==> src/eeprom_seq_params.svh <==
`ifndef EEPROM_SEQ_PARAMS_SVH
`define EEPROM_SEQ_PARAMS_SVH

// Register offsets
`define OFS_DIV 8'h00
`define OFS_STAT 8'h04
`define OFS_CMD 8'h08
`define OFS_PROT 8'h0c
`define OFS_IRQ_STAT 8'h10
`define OFS_IRQ_MASK 8'h14
// Address bit that selects the array window
`define ARRAY_SEL_BIT 7

// Status register fields
`define ST_COMMAND_BUFFER_EMPTY_FLAG 7
`define ST_COMMAND_COMPLETE_FLAG 6
`define ST_PROTECTION_VIOLATION_FLAG 5
`define ST_ACCESS_ERROR_FLAG 4
`define ST_DIVLD 0

// Protection register fields
`define PROT_EN_BIT 7

// Interrupt status and mask fields
`define IRQ_DONE 0
`define IRQ_ACCESS_ERROR_FLAG 1
`define IRQ_PROTECTION_VIOLATION_FLAG 2

// Reset values
`define DIV_RST 7'h00
`define PROT_RST 8'h00
`define IRQ_MASK_RST 3'h0

// Command code and timing counts in timing clock periods
`define CMD_SECT_MOD 8'h60
`define ERASE_TICKS 8'h0a
`define PROG_TICKS 8'h05
`define ERASED_WORD 16'hffff

`endif

==> src/eeprom_seq_pkg.sv <==
package eeprom_seq_pkg;

	// One bus access from the register port
	typedef struct packed {
		logic [7:0] addr;
		logic [15:0] wdata;
		logic wr;
		logic rd;
	} bus_req_t;

	// Command write sequence progress
	typedef enum logic [1:0] {
		SEQ_IDLE = 2'b00,
		SEQ_ADDR = 2'b01,
		SEQ_CMD = 2'b10
	} seq_state_t;

	// Embedded algorithm phase
	typedef enum logic [1:0] {
		EXE_IDLE = 2'b00,
		EXE_ERASE = 2'b01,
		EXE_PROG = 2'b10
	} exe_state_t;

	// A buffered or running command
	typedef struct packed {
		logic [5:0] word;
		logic [15:0] data;
		logic [7:0] cmd;
	} cmd_buf_t;

endpackage

==> src/eeprom_sector_modify_sequencer.sv <==
`include "eeprom_seq_params.svh"

module eeprom_sector_modify_sequencer #(
	parameter int WORD_BITS = 5 // Array holds 2**WORD_BITS words
) (
	// Clock and reset
	input wire logic clk_sys_in,
	input wire logic rst_n_in,
	// Register port
	input wire eeprom_seq_pkg::bus_req_t bus_in,
	output logic [15:0] rd_data_out,
	// Interrupt
	output logic irq_out
);

	localparam int WORDS = 2 ** WORD_BITS;

	// Decoded strobes
	logic arr_wr; // Write into the array window
	logic arr_rd; // Read from the array window
	logic wr_div;
	logic wr_stat;
	logic wr_cmd;
	logic wr_prot;
	logic wr_mask;
	logic rd_stat;
	logic rd_irq;

	// Register state
	logic [6:0] div_r; // Timing clock divider
	logic divld_r; // Divider written since reset
	logic [7:0] prot_r; // Enable and lowest protected sector
	logic command_buffer_empty_flag_r; // Command buffer empty
	logic command_complete_flag_r; // Command complete
	logic protection_violation_flag_r; // Protection violation
	logic access_error_flag_r; // Access error
	logic [2:0] irq_stat_r; // Sticky event bits
	logic [2:0] irq_mask_r; // Event enables

	// Sequencer state
	eeprom_seq_pkg::seq_state_t seq_r;
	eeprom_seq_pkg::exe_state_t exe_r;
	eeprom_seq_pkg::cmd_buf_t buf_r; // Command being loaded
	eeprom_seq_pkg::cmd_buf_t run_r; // Command being executed
	logic [7:0] cnt_r; // Timing ticks left in phase
	logic [15:0] mem_r [WORDS]; // Array storage

	// Derived conditions
	logic tick;
	logic arr_ok;
	logic cmd_ok;
	logic launch_try;
	logic prot_hit;
	logic launch_ok;
	logic take;
	logic erase_end;
	logic done_evt;
	logic access_error_flag_evt;
	logic protection_violation_flag_evt;

	// Word index from a byte address, low bit dropped
	function automatic logic [WORD_BITS-1:0] word_of(input logic [7:0] a);
		word_of = a[WORD_BITS:1];
	endfunction

	// Sector lies at or above the enabled protection bound
	function automatic logic is_protected(input logic [5:0] w,
		input logic [7:0] p);
		is_protected = p[`PROT_EN_BIT] &&
			({3'b000, w[5:1]} >= {1'b0, p[6:0]});
	endfunction

	// Access decode
	always_comb begin
		arr_wr = bus_in.wr && bus_in.addr[`ARRAY_SEL_BIT];
		arr_rd = bus_in.rd && bus_in.addr[`ARRAY_SEL_BIT];
		wr_div = bus_in.wr && (bus_in.addr == `OFS_DIV);
		wr_stat = bus_in.wr && (bus_in.addr == `OFS_STAT);
		wr_cmd = bus_in.wr && (bus_in.addr == `OFS_CMD);
		wr_prot = bus_in.wr && (bus_in.addr == `OFS_PROT);
		wr_mask = bus_in.wr && (bus_in.addr == `OFS_IRQ_MASK);
		rd_stat = bus_in.rd && (bus_in.addr == `OFS_STAT);
		rd_irq = bus_in.rd && (bus_in.addr == `OFS_IRQ_STAT);
	end

	// Sequence checks and events
	always_comb begin
		arr_ok = arr_wr && (seq_r == eeprom_seq_pkg::SEQ_IDLE) && command_buffer_empty_flag_r;
		cmd_ok = wr_cmd && (seq_r == eeprom_seq_pkg::SEQ_ADDR) &&
			(bus_in.wdata[7:0] == `CMD_SECT_MOD);
		launch_try = wr_stat && bus_in.wdata[`ST_COMMAND_BUFFER_EMPTY_FLAG];
		prot_hit = is_protected(buf_r.word, prot_r);
		launch_ok = launch_try && (seq_r == eeprom_seq_pkg::SEQ_CMD) &&
			divld_r && !prot_hit;
		take = !command_buffer_empty_flag_r && (exe_r == eeprom_seq_pkg::EXE_IDLE);
		erase_end = (exe_r == eeprom_seq_pkg::EXE_ERASE) && tick &&
			(cnt_r == 8'h01);
		done_evt = (exe_r == eeprom_seq_pkg::EXE_PROG) && tick &&
			(cnt_r == 8'h01);
		// Out-of-order steps and a missing divider are access errors
		access_error_flag_evt = (arr_wr && !arr_ok) || (wr_cmd && !cmd_ok) ||
			(launch_try && ((seq_r != eeprom_seq_pkg::SEQ_CMD) ||
			!divld_r));
		protection_violation_flag_evt = launch_try && (seq_r == eeprom_seq_pkg::SEQ_CMD) &&
			divld_r && prot_hit;
	end

	// Timing clock derived from the bus clock
	eeprom_timing_clock u_timing (
		.clk_sys_in(clk_sys_in),
		.rst_n_in(rst_n_in),
		.div_in(div_r),
		.run_in(divld_r),
		.tick_out(tick)
	);

	// Divider and its loaded flag
	always_ff @(posedge clk_sys_in) begin
		if (!rst_n_in) begin
			div_r <= `DIV_RST;
			divld_r <= 1'b0;
		end else if (wr_div) begin
			div_r <= bus_in.wdata[6:0];
			divld_r <= 1'b1;
		end
	end

	// Protection bound
	always_ff @(posedge clk_sys_in) begin
		if (!rst_n_in) begin
			prot_r <= `PROT_RST;
		end else if (wr_prot) begin
			prot_r <= bus_in.wdata[7:0];
		end
	end

	// Command write sequence; any error returns to idle
	always_ff @(posedge clk_sys_in) begin
		if (!rst_n_in) begin
			seq_r <= eeprom_seq_pkg::SEQ_IDLE;
			buf_r <= '0;
		end else if (arr_ok) begin
			seq_r <= eeprom_seq_pkg::SEQ_ADDR;
			buf_r.word <= 6'(word_of(bus_in.addr));
			buf_r.data <= bus_in.wdata;
		end else if (cmd_ok) begin
			seq_r <= eeprom_seq_pkg::SEQ_CMD;
			buf_r.cmd <= bus_in.wdata[7:0];
		end else if (access_error_flag_evt || protection_violation_flag_evt || launch_ok) begin
			seq_r <= eeprom_seq_pkg::SEQ_IDLE;
		end
	end

	// Buffer empty flag: launch clears, take sets
	always_ff @(posedge clk_sys_in) begin
		if (!rst_n_in) begin
			command_buffer_empty_flag_r <= 1'b1;
		end else if (launch_ok) begin
			command_buffer_empty_flag_r <= 1'b0;
		end else if (take) begin
			command_buffer_empty_flag_r <= 1'b1;
		end
	end

	// Complete flag: low while running, set at end if nothing waits
	always_ff @(posedge clk_sys_in) begin
		if (!rst_n_in) begin
			command_complete_flag_r <= 1'b1;
		end else if (take) begin
			command_complete_flag_r <= 1'b0;
		end else if (done_evt && command_buffer_empty_flag_r) begin
			command_complete_flag_r <= 1'b1;
		end
	end

	// Error flags: write 1 clears, a new event wins
	always_ff @(posedge clk_sys_in) begin
		if (!rst_n_in) begin
			access_error_flag_r <= 1'b0;
			protection_violation_flag_r <= 1'b0;
		end else begin
			if (access_error_flag_evt) begin
				access_error_flag_r <= 1'b1;
			end else if (wr_stat && bus_in.wdata[`ST_ACCESS_ERROR_FLAG]) begin
				access_error_flag_r <= 1'b0;
			end
			if (protection_violation_flag_evt) begin
				protection_violation_flag_r <= 1'b1;
			end else if (wr_stat && bus_in.wdata[`ST_PROTECTION_VIOLATION_FLAG]) begin
				protection_violation_flag_r <= 1'b0;
			end
		end
	end

	// Embedded algorithm: erase phase then program phase
	always_ff @(posedge clk_sys_in) begin
		if (!rst_n_in) begin
			exe_r <= eeprom_seq_pkg::EXE_IDLE;
			cnt_r <= 8'h00;
			run_r <= '0;
		end else begin
			unique case (exe_r)
				eeprom_seq_pkg::EXE_IDLE: begin
					if (take) begin
						run_r <= buf_r;
						cnt_r <= `ERASE_TICKS;
						exe_r <= eeprom_seq_pkg::EXE_ERASE;
					end
				end
				eeprom_seq_pkg::EXE_ERASE: begin
					// Phase length counts timing ticks only
					if (erase_end) begin
						cnt_r <= `PROG_TICKS;
						exe_r <= eeprom_seq_pkg::EXE_PROG;
					end else if (tick) begin
						cnt_r <= cnt_r - 8'h01;
					end
				end
				eeprom_seq_pkg::EXE_PROG: begin
					if (done_evt) begin
						exe_r <= eeprom_seq_pkg::EXE_IDLE;
					end else if (tick) begin
						cnt_r <= cnt_r - 8'h01;
					end
				end
				default: begin
					exe_r <= eeprom_seq_pkg::EXE_IDLE;
				end
			endcase
		end
	end

	// Array storage: erase both sector words, then write one
	always_ff @(posedge clk_sys_in) begin
		if (erase_end) begin
			mem_r[{run_r.word[WORD_BITS-1:1], 1'b0}] <= `ERASED_WORD;
			mem_r[{run_r.word[WORD_BITS-1:1], 1'b1}] <= `ERASED_WORD;
		end else if (done_evt) begin
			mem_r[run_r.word[WORD_BITS-1:0]] <= run_r.data;
		end
	end

	// Interrupt status: events set, a read clears, set wins
	always_ff @(posedge clk_sys_in) begin
		if (!rst_n_in) begin
			irq_stat_r <= 3'h0;
		end else begin
			irq_stat_r <= (rd_irq ? 3'h0 : irq_stat_r) |
				{protection_violation_flag_evt, access_error_flag_evt, done_evt};
		end
	end

	// Interrupt mask and output
	always_ff @(posedge clk_sys_in) begin
		if (!rst_n_in) begin
			irq_mask_r <= `IRQ_MASK_RST;
			irq_out <= 1'b0;
		end else begin
			if (wr_mask) begin
				irq_mask_r <= bus_in.wdata[2:0];
			end
			irq_out <= |(irq_stat_r & irq_mask_r);
		end
	end

	// Read data, valid only in the cycle after the strobe
	always_ff @(posedge clk_sys_in) begin
		if (!rst_n_in || !bus_in.rd) begin
			rd_data_out <= 16'h0000;
		end else if (arr_rd) begin
			rd_data_out <= mem_r[word_of(bus_in.addr)];
		end else begin
			unique case (bus_in.addr)
				`OFS_DIV: rd_data_out <= {9'h000, div_r};
				`OFS_STAT: begin
					rd_data_out <= {8'h00, command_buffer_empty_flag_r, command_complete_flag_r, protection_violation_flag_r,
						access_error_flag_r, 3'h0, divld_r};
				end
				`OFS_CMD: rd_data_out <= {8'h00, buf_r.cmd};
				`OFS_PROT: rd_data_out <= {8'h00, prot_r};
				`OFS_IRQ_STAT: rd_data_out <= {13'h0000, irq_stat_r};
				`OFS_IRQ_MASK: rd_data_out <= {13'h0000, irq_mask_r};
				default: rd_data_out <= 16'h0000;
			endcase
		end
	end
endmodule // eeprom_sector_modify_sequencer

==> src/eeprom_timing_clock.sv <==
`include "eeprom_seq_params.svh"

module eeprom_timing_clock (
	// Clock and reset
	input wire logic clk_sys_in,
	input wire logic rst_n_in,
	// Divider setting and run enable
	input wire logic [6:0] div_in,
	input wire logic run_in,
	// One bus-cycle pulse per timing clock period
	output logic tick_out
);

	logic [6:0] cnt_r; // Bus cycles into the current period

	// Period is div_in + 1 bus cycles; restarts when not running
	always_ff @(posedge clk_sys_in) begin
		if (!rst_n_in || !run_in) begin
			cnt_r <= 7'h00;
			tick_out <= 1'b0;
		end else if (cnt_r >= div_in) begin
			cnt_r <= 7'h00;
			tick_out <= 1'b1;
		end else begin
			cnt_r <= cnt_r + 7'h01;
			tick_out <= 1'b0;
		end
	end

endmodule // eeprom_timing_clock

==> config.mk <==
export PLATFORM = sky130hd
export DESIGN_NAME = eeprom_sector_modify_sequencer
export DESIGN_NICKNAME = d
export VERILOG_FILES = /design/src/eeprom_seq_pkg.sv /design/src/eeprom_sector_modify_sequencer.sv /design/src/eeprom_timing_clock.sv
export VERILOG_INCLUDE_DIRS = /design/src /design/src/src
export SDC_FILE = /design/constraint.sdc
export NUM_CORES = 1
export LEC_CHECK = 0
export BUFFER_PORTS_ARGS = -buffer_cell sky130_fd_sc_hd__buf_2
export CORE_UTILIZATION = 30
export CTS_CLUSTER_SIZE = 10
export DETAILED_ROUTE_END_ITERATION = 6
export PLACE_DENSITY = 0.48
export SYNTH_ARGS = -nofsm -noshare
export SYNTH_HDL_FRONTEND = slang
export SYNTH_HIERARCHICAL = 1
export SYNTH_SLANG_ARGS = --single-unit
==> constraint.sdc <==
create_clock -name clk_sys_in -period 3.4 [get_ports clk_sys_in]
set_input_delay 0.34 -clock clk_sys_in [delete_from_list [all_inputs] [get_ports clk_sys_in]]
set_output_delay 0.34 -clock clk_sys_in [all_outputs]
set_load 0.02 [all_outputs]
==> impl_metrics.ini <==
[timing]
post-route-min-period_ns = 3.117
skew_ns = 0.02771
slew_violations = 0
tns_ns = 0
whs_ns = 0.04724
final.period_utilization_pct = 91.69
finalHoldViolCount = 0
setup_violations = 0
timing.slew.headroom_pct = 23.39
rsz0062_at_grt = false
max_freq_ghz = 0.3208
tightest_slew_ns = 1.149

[layout]
nets = 2141
mostFrequentLayoutCell = edfxtp_1
syn_to_final_growth_pct = 14.51
drive_gt1_share_pct = 29.59
fin_util_pct = 34.81
layout_common_cells = edfxtp_1 (512), or3_1 (256), or2_2 (200), mux4_2 (138), buf_4 (125)
fin_cells = 3392

[clock_network]
cts_buffer_depth = 3
root_buffer = clkbuf_16
clk_latency_ns = 0.62
htree_levels = 3
cts-buffers-inserted = 76
cts_resized = 0
clk_pin_slew_ns = 0.06
cts.sinks = 625
cts_tree = yes

[placed_design]
gp_congestion = 0.8010
dp_cells = 3264
hpwl_mm = 52.97
port_buffers = 44

[synth]
synth.ff_latch_count = 625
synth_edf_count = 512
synth_cells = 2031
synth_cell_type_count = 68
ys.flop_type = edfxtp_1
syn_area_um2 = 28500
syn_nets = 2077
yosys_warnings = 6
yosysSeqAreaShare_pct = 61.89
async_flop_share_pct = 0
syn_area_per_cell_um2 = 14.03

[pwr]
comb_power_share_pct = 2.3
powerDensity_nw_per_um2 = 487.5
ir_drop_mv = 0.3023
leakagePower_nw = 11.41
p_sw_w = 0.003319
internal-power_w = 0.01259
seqPwrFrac_pct = 51.5
switching_share_pct = 20.86
p_clk_share_pct = 46.2

[floorplan]
fp.dieH_um = 310.2
die-area_um2 = 96230
io_pins = 45
core.rowCount = 112
die_w_um = 310.2
core_um2 = 93750
initial_utilization_pct = 30.40

[route]
dr.first_iter.drc_count = 1599
wl_mm = 82.63
vias = 17214
drc = 0
top_layer = met5
viasPerCell = 5.075
dr.pass1.iters = 5
wl_met1_mm = 37.59
route.antenna.remaining_nets = 0
route.met3.wl_mm = 4.557
avgRoutedWirePerCell_um = 24.36
wl_met2_mm = 38.54

[global_route]
grtUsageTotal_pct = 17.33
antenna_found_initial = 6
grt_pass1_wl_mm = 121.0
grt_overflow = 0
grt_start_max_net_pins = 191
grt_pass1_vias = 17566

[setup_path]
start_kind = register
cp.required_ns = 3.75
crit_type = register to register
crit_fanout = 16
r2r_slack_ns = 0.28
critPathArrivalTime_ns = 3.47
end_kind = register

[status]
status = complete, no violations

[run]
drv_cap = 0

[hold_path]
worst_hold_path_type = input pin to register
[sequential cells by signal (all words and copies together) (netlist names), 2 cells and up]
signal and cells:
mem_r 512, cnt_r 8, irq_stat_r 3, rd_data_out 16
irq_mask_r 3, run_r 21, seq_r 2, u_timing/cnt_r 7
div_r 7, exe_r 2, buf_r 29, prot_r 8
[area by class of cell]
class                   instances  area, µm²
diodes                          2      5.005
clock inverters                14      92.59
inverters                      21      78.83
fillers                      8980      61120
multi-input cells            1192       9834
repair buffers                179       1316
well taps                    1254       1569
clock buffers                 105       2093
flip-flops and latches        625      17640
[routing by layer]
metal	GRT usage [%]	vias to the layer above
met4	4.915	2
met1	24.58	8845
li1	-	7733
met5	0	-
met2	27.48	521
met3	2.595	113
[cells by family after synthesis]
group	after synthesis	share of synthesized area, %
adder cells (fa/ha/maj)	18	0.7903
AO/OA/AOI/OAI	172	4.404
buffers and inverters	214	3.635
flip-flops	625	61.89
XOR/XNOR	5	0.1537
multiplexers	186	12.63
AND/OR/NAND/NOR	811	16.50
[cells in the mapped netlist (3+ instances only)]
cell type / n / area (µm²)
a22o_1: 9 / 78.83
dfxtp_1: 113 / 2262
ha_1: 18 / 225.2
a32o_1: 3 / 30.03
buf_1: 11 / 41.29
o211ai_1: 4 / 30.03
o21ai_0: 17 / 85.08
nor2_1: 59 / 221.5
nor4_1: 4 / 25.02
a221oi_1: 10 / 87.58
buf_2: 26 / 130.1
or2_1: 58 / 362.9
or3_1: 257 / 1608
clkbuf_1: 128 / 480.5
nand2_1: 122 / 457.9
buf_6: 26 / 292.8
a21oi_1: 23 / 115.1
o221ai_1: 10 / 87.58
nand3_1: 24 / 120.1
mux4_2: 138 / 3108
and2_1: 9 / 56.30
xnor2_1: 3 / 26.28
mux2_2: 9 / 101.4
o21a_1: 4 / 30.03
a22oi_1: 12 / 90.09
mux2i_1: 39 / 390.4
nand3_4: 3 / 52.55
nor2b_1: 29 / 181.4
a21o_1: 5 / 37.54
nand3_2: 5 / 50.05
nor4b_1: 3 / 26.28
edfxtp_1: 512 / 15370
nand2b_1: 6 / 37.54
inv_1: 20 / 75.07
o22ai_1: 5 / 31.28
a21boi_0: 48 / 360.4
a31oi_1: 3 / 18.77
and3_1: 4 / 25.02
or2_2: 200 / 1251
nand4_1: 11 / 68.82
nor3_1: 7 / 35.03
[worst max-delay path, cell delays in order, from the launching register on]
cell and delay, ns:
dfxtp_1 0.32, inv_1 0.10, ha_1 0.16, nor3b_1 0.52, nand4_4 0.21, nor3b_4 0.24, buf_4 0.34, nand3_2 0.47
or2_2 0.47
[worst paths after layout]
| check | startpoint | to | depth (start not counted) |
|---|---|---|---|
| worst max-delay path | cnt_r[1] | mem_r[17][15] | 8 |
| worst min-delay path | bus_in[8] | buf_r[14] | 3 |
| worst max register to register | cnt_r[1] | mem_r[17][15] | 8 |
| worst min register to register | buf_r[1] | buf_r[1] | 1 |
[power groups by stage]
stage | combinational, W | sequential [W] | clock [W]
after floorplan | 0.000241 | 0.00834 | 0
after global placement | 0.000369 | 0.00835 | 0
after detailed placement | 0.000372 | 0.00835 | 0
after CTS | 0.000379 | 0.00819 | 0.00752
after global routing | 0.000400 | 0.00818 | 0.00781
final | 0.000372 | 0.00819 | 0.00735
[through the flow]
stage | area [µm²] | setup WS (ns) | total power [W]
after floorplan | 28500 | 0.2983 | 0.008586
after global placement | 30370 | 0.4259 | 0.008715
after detailed placement | 30370 | 0.3354 | 0.008718
after CTS | 32630 | 0.3109 | 0.01608
after global routing | 32630 | 0.1234 | 0.01639
final | 32630 | 0.2826 | 0.01591
[repair_timing]
action	in CTS	in global routing
setup endpoints to repair	0	0
buffers inserted	0	0
hold endpoints to repair	7	0
hold buffers	7	0
Power figures use the tool's default switching activity.
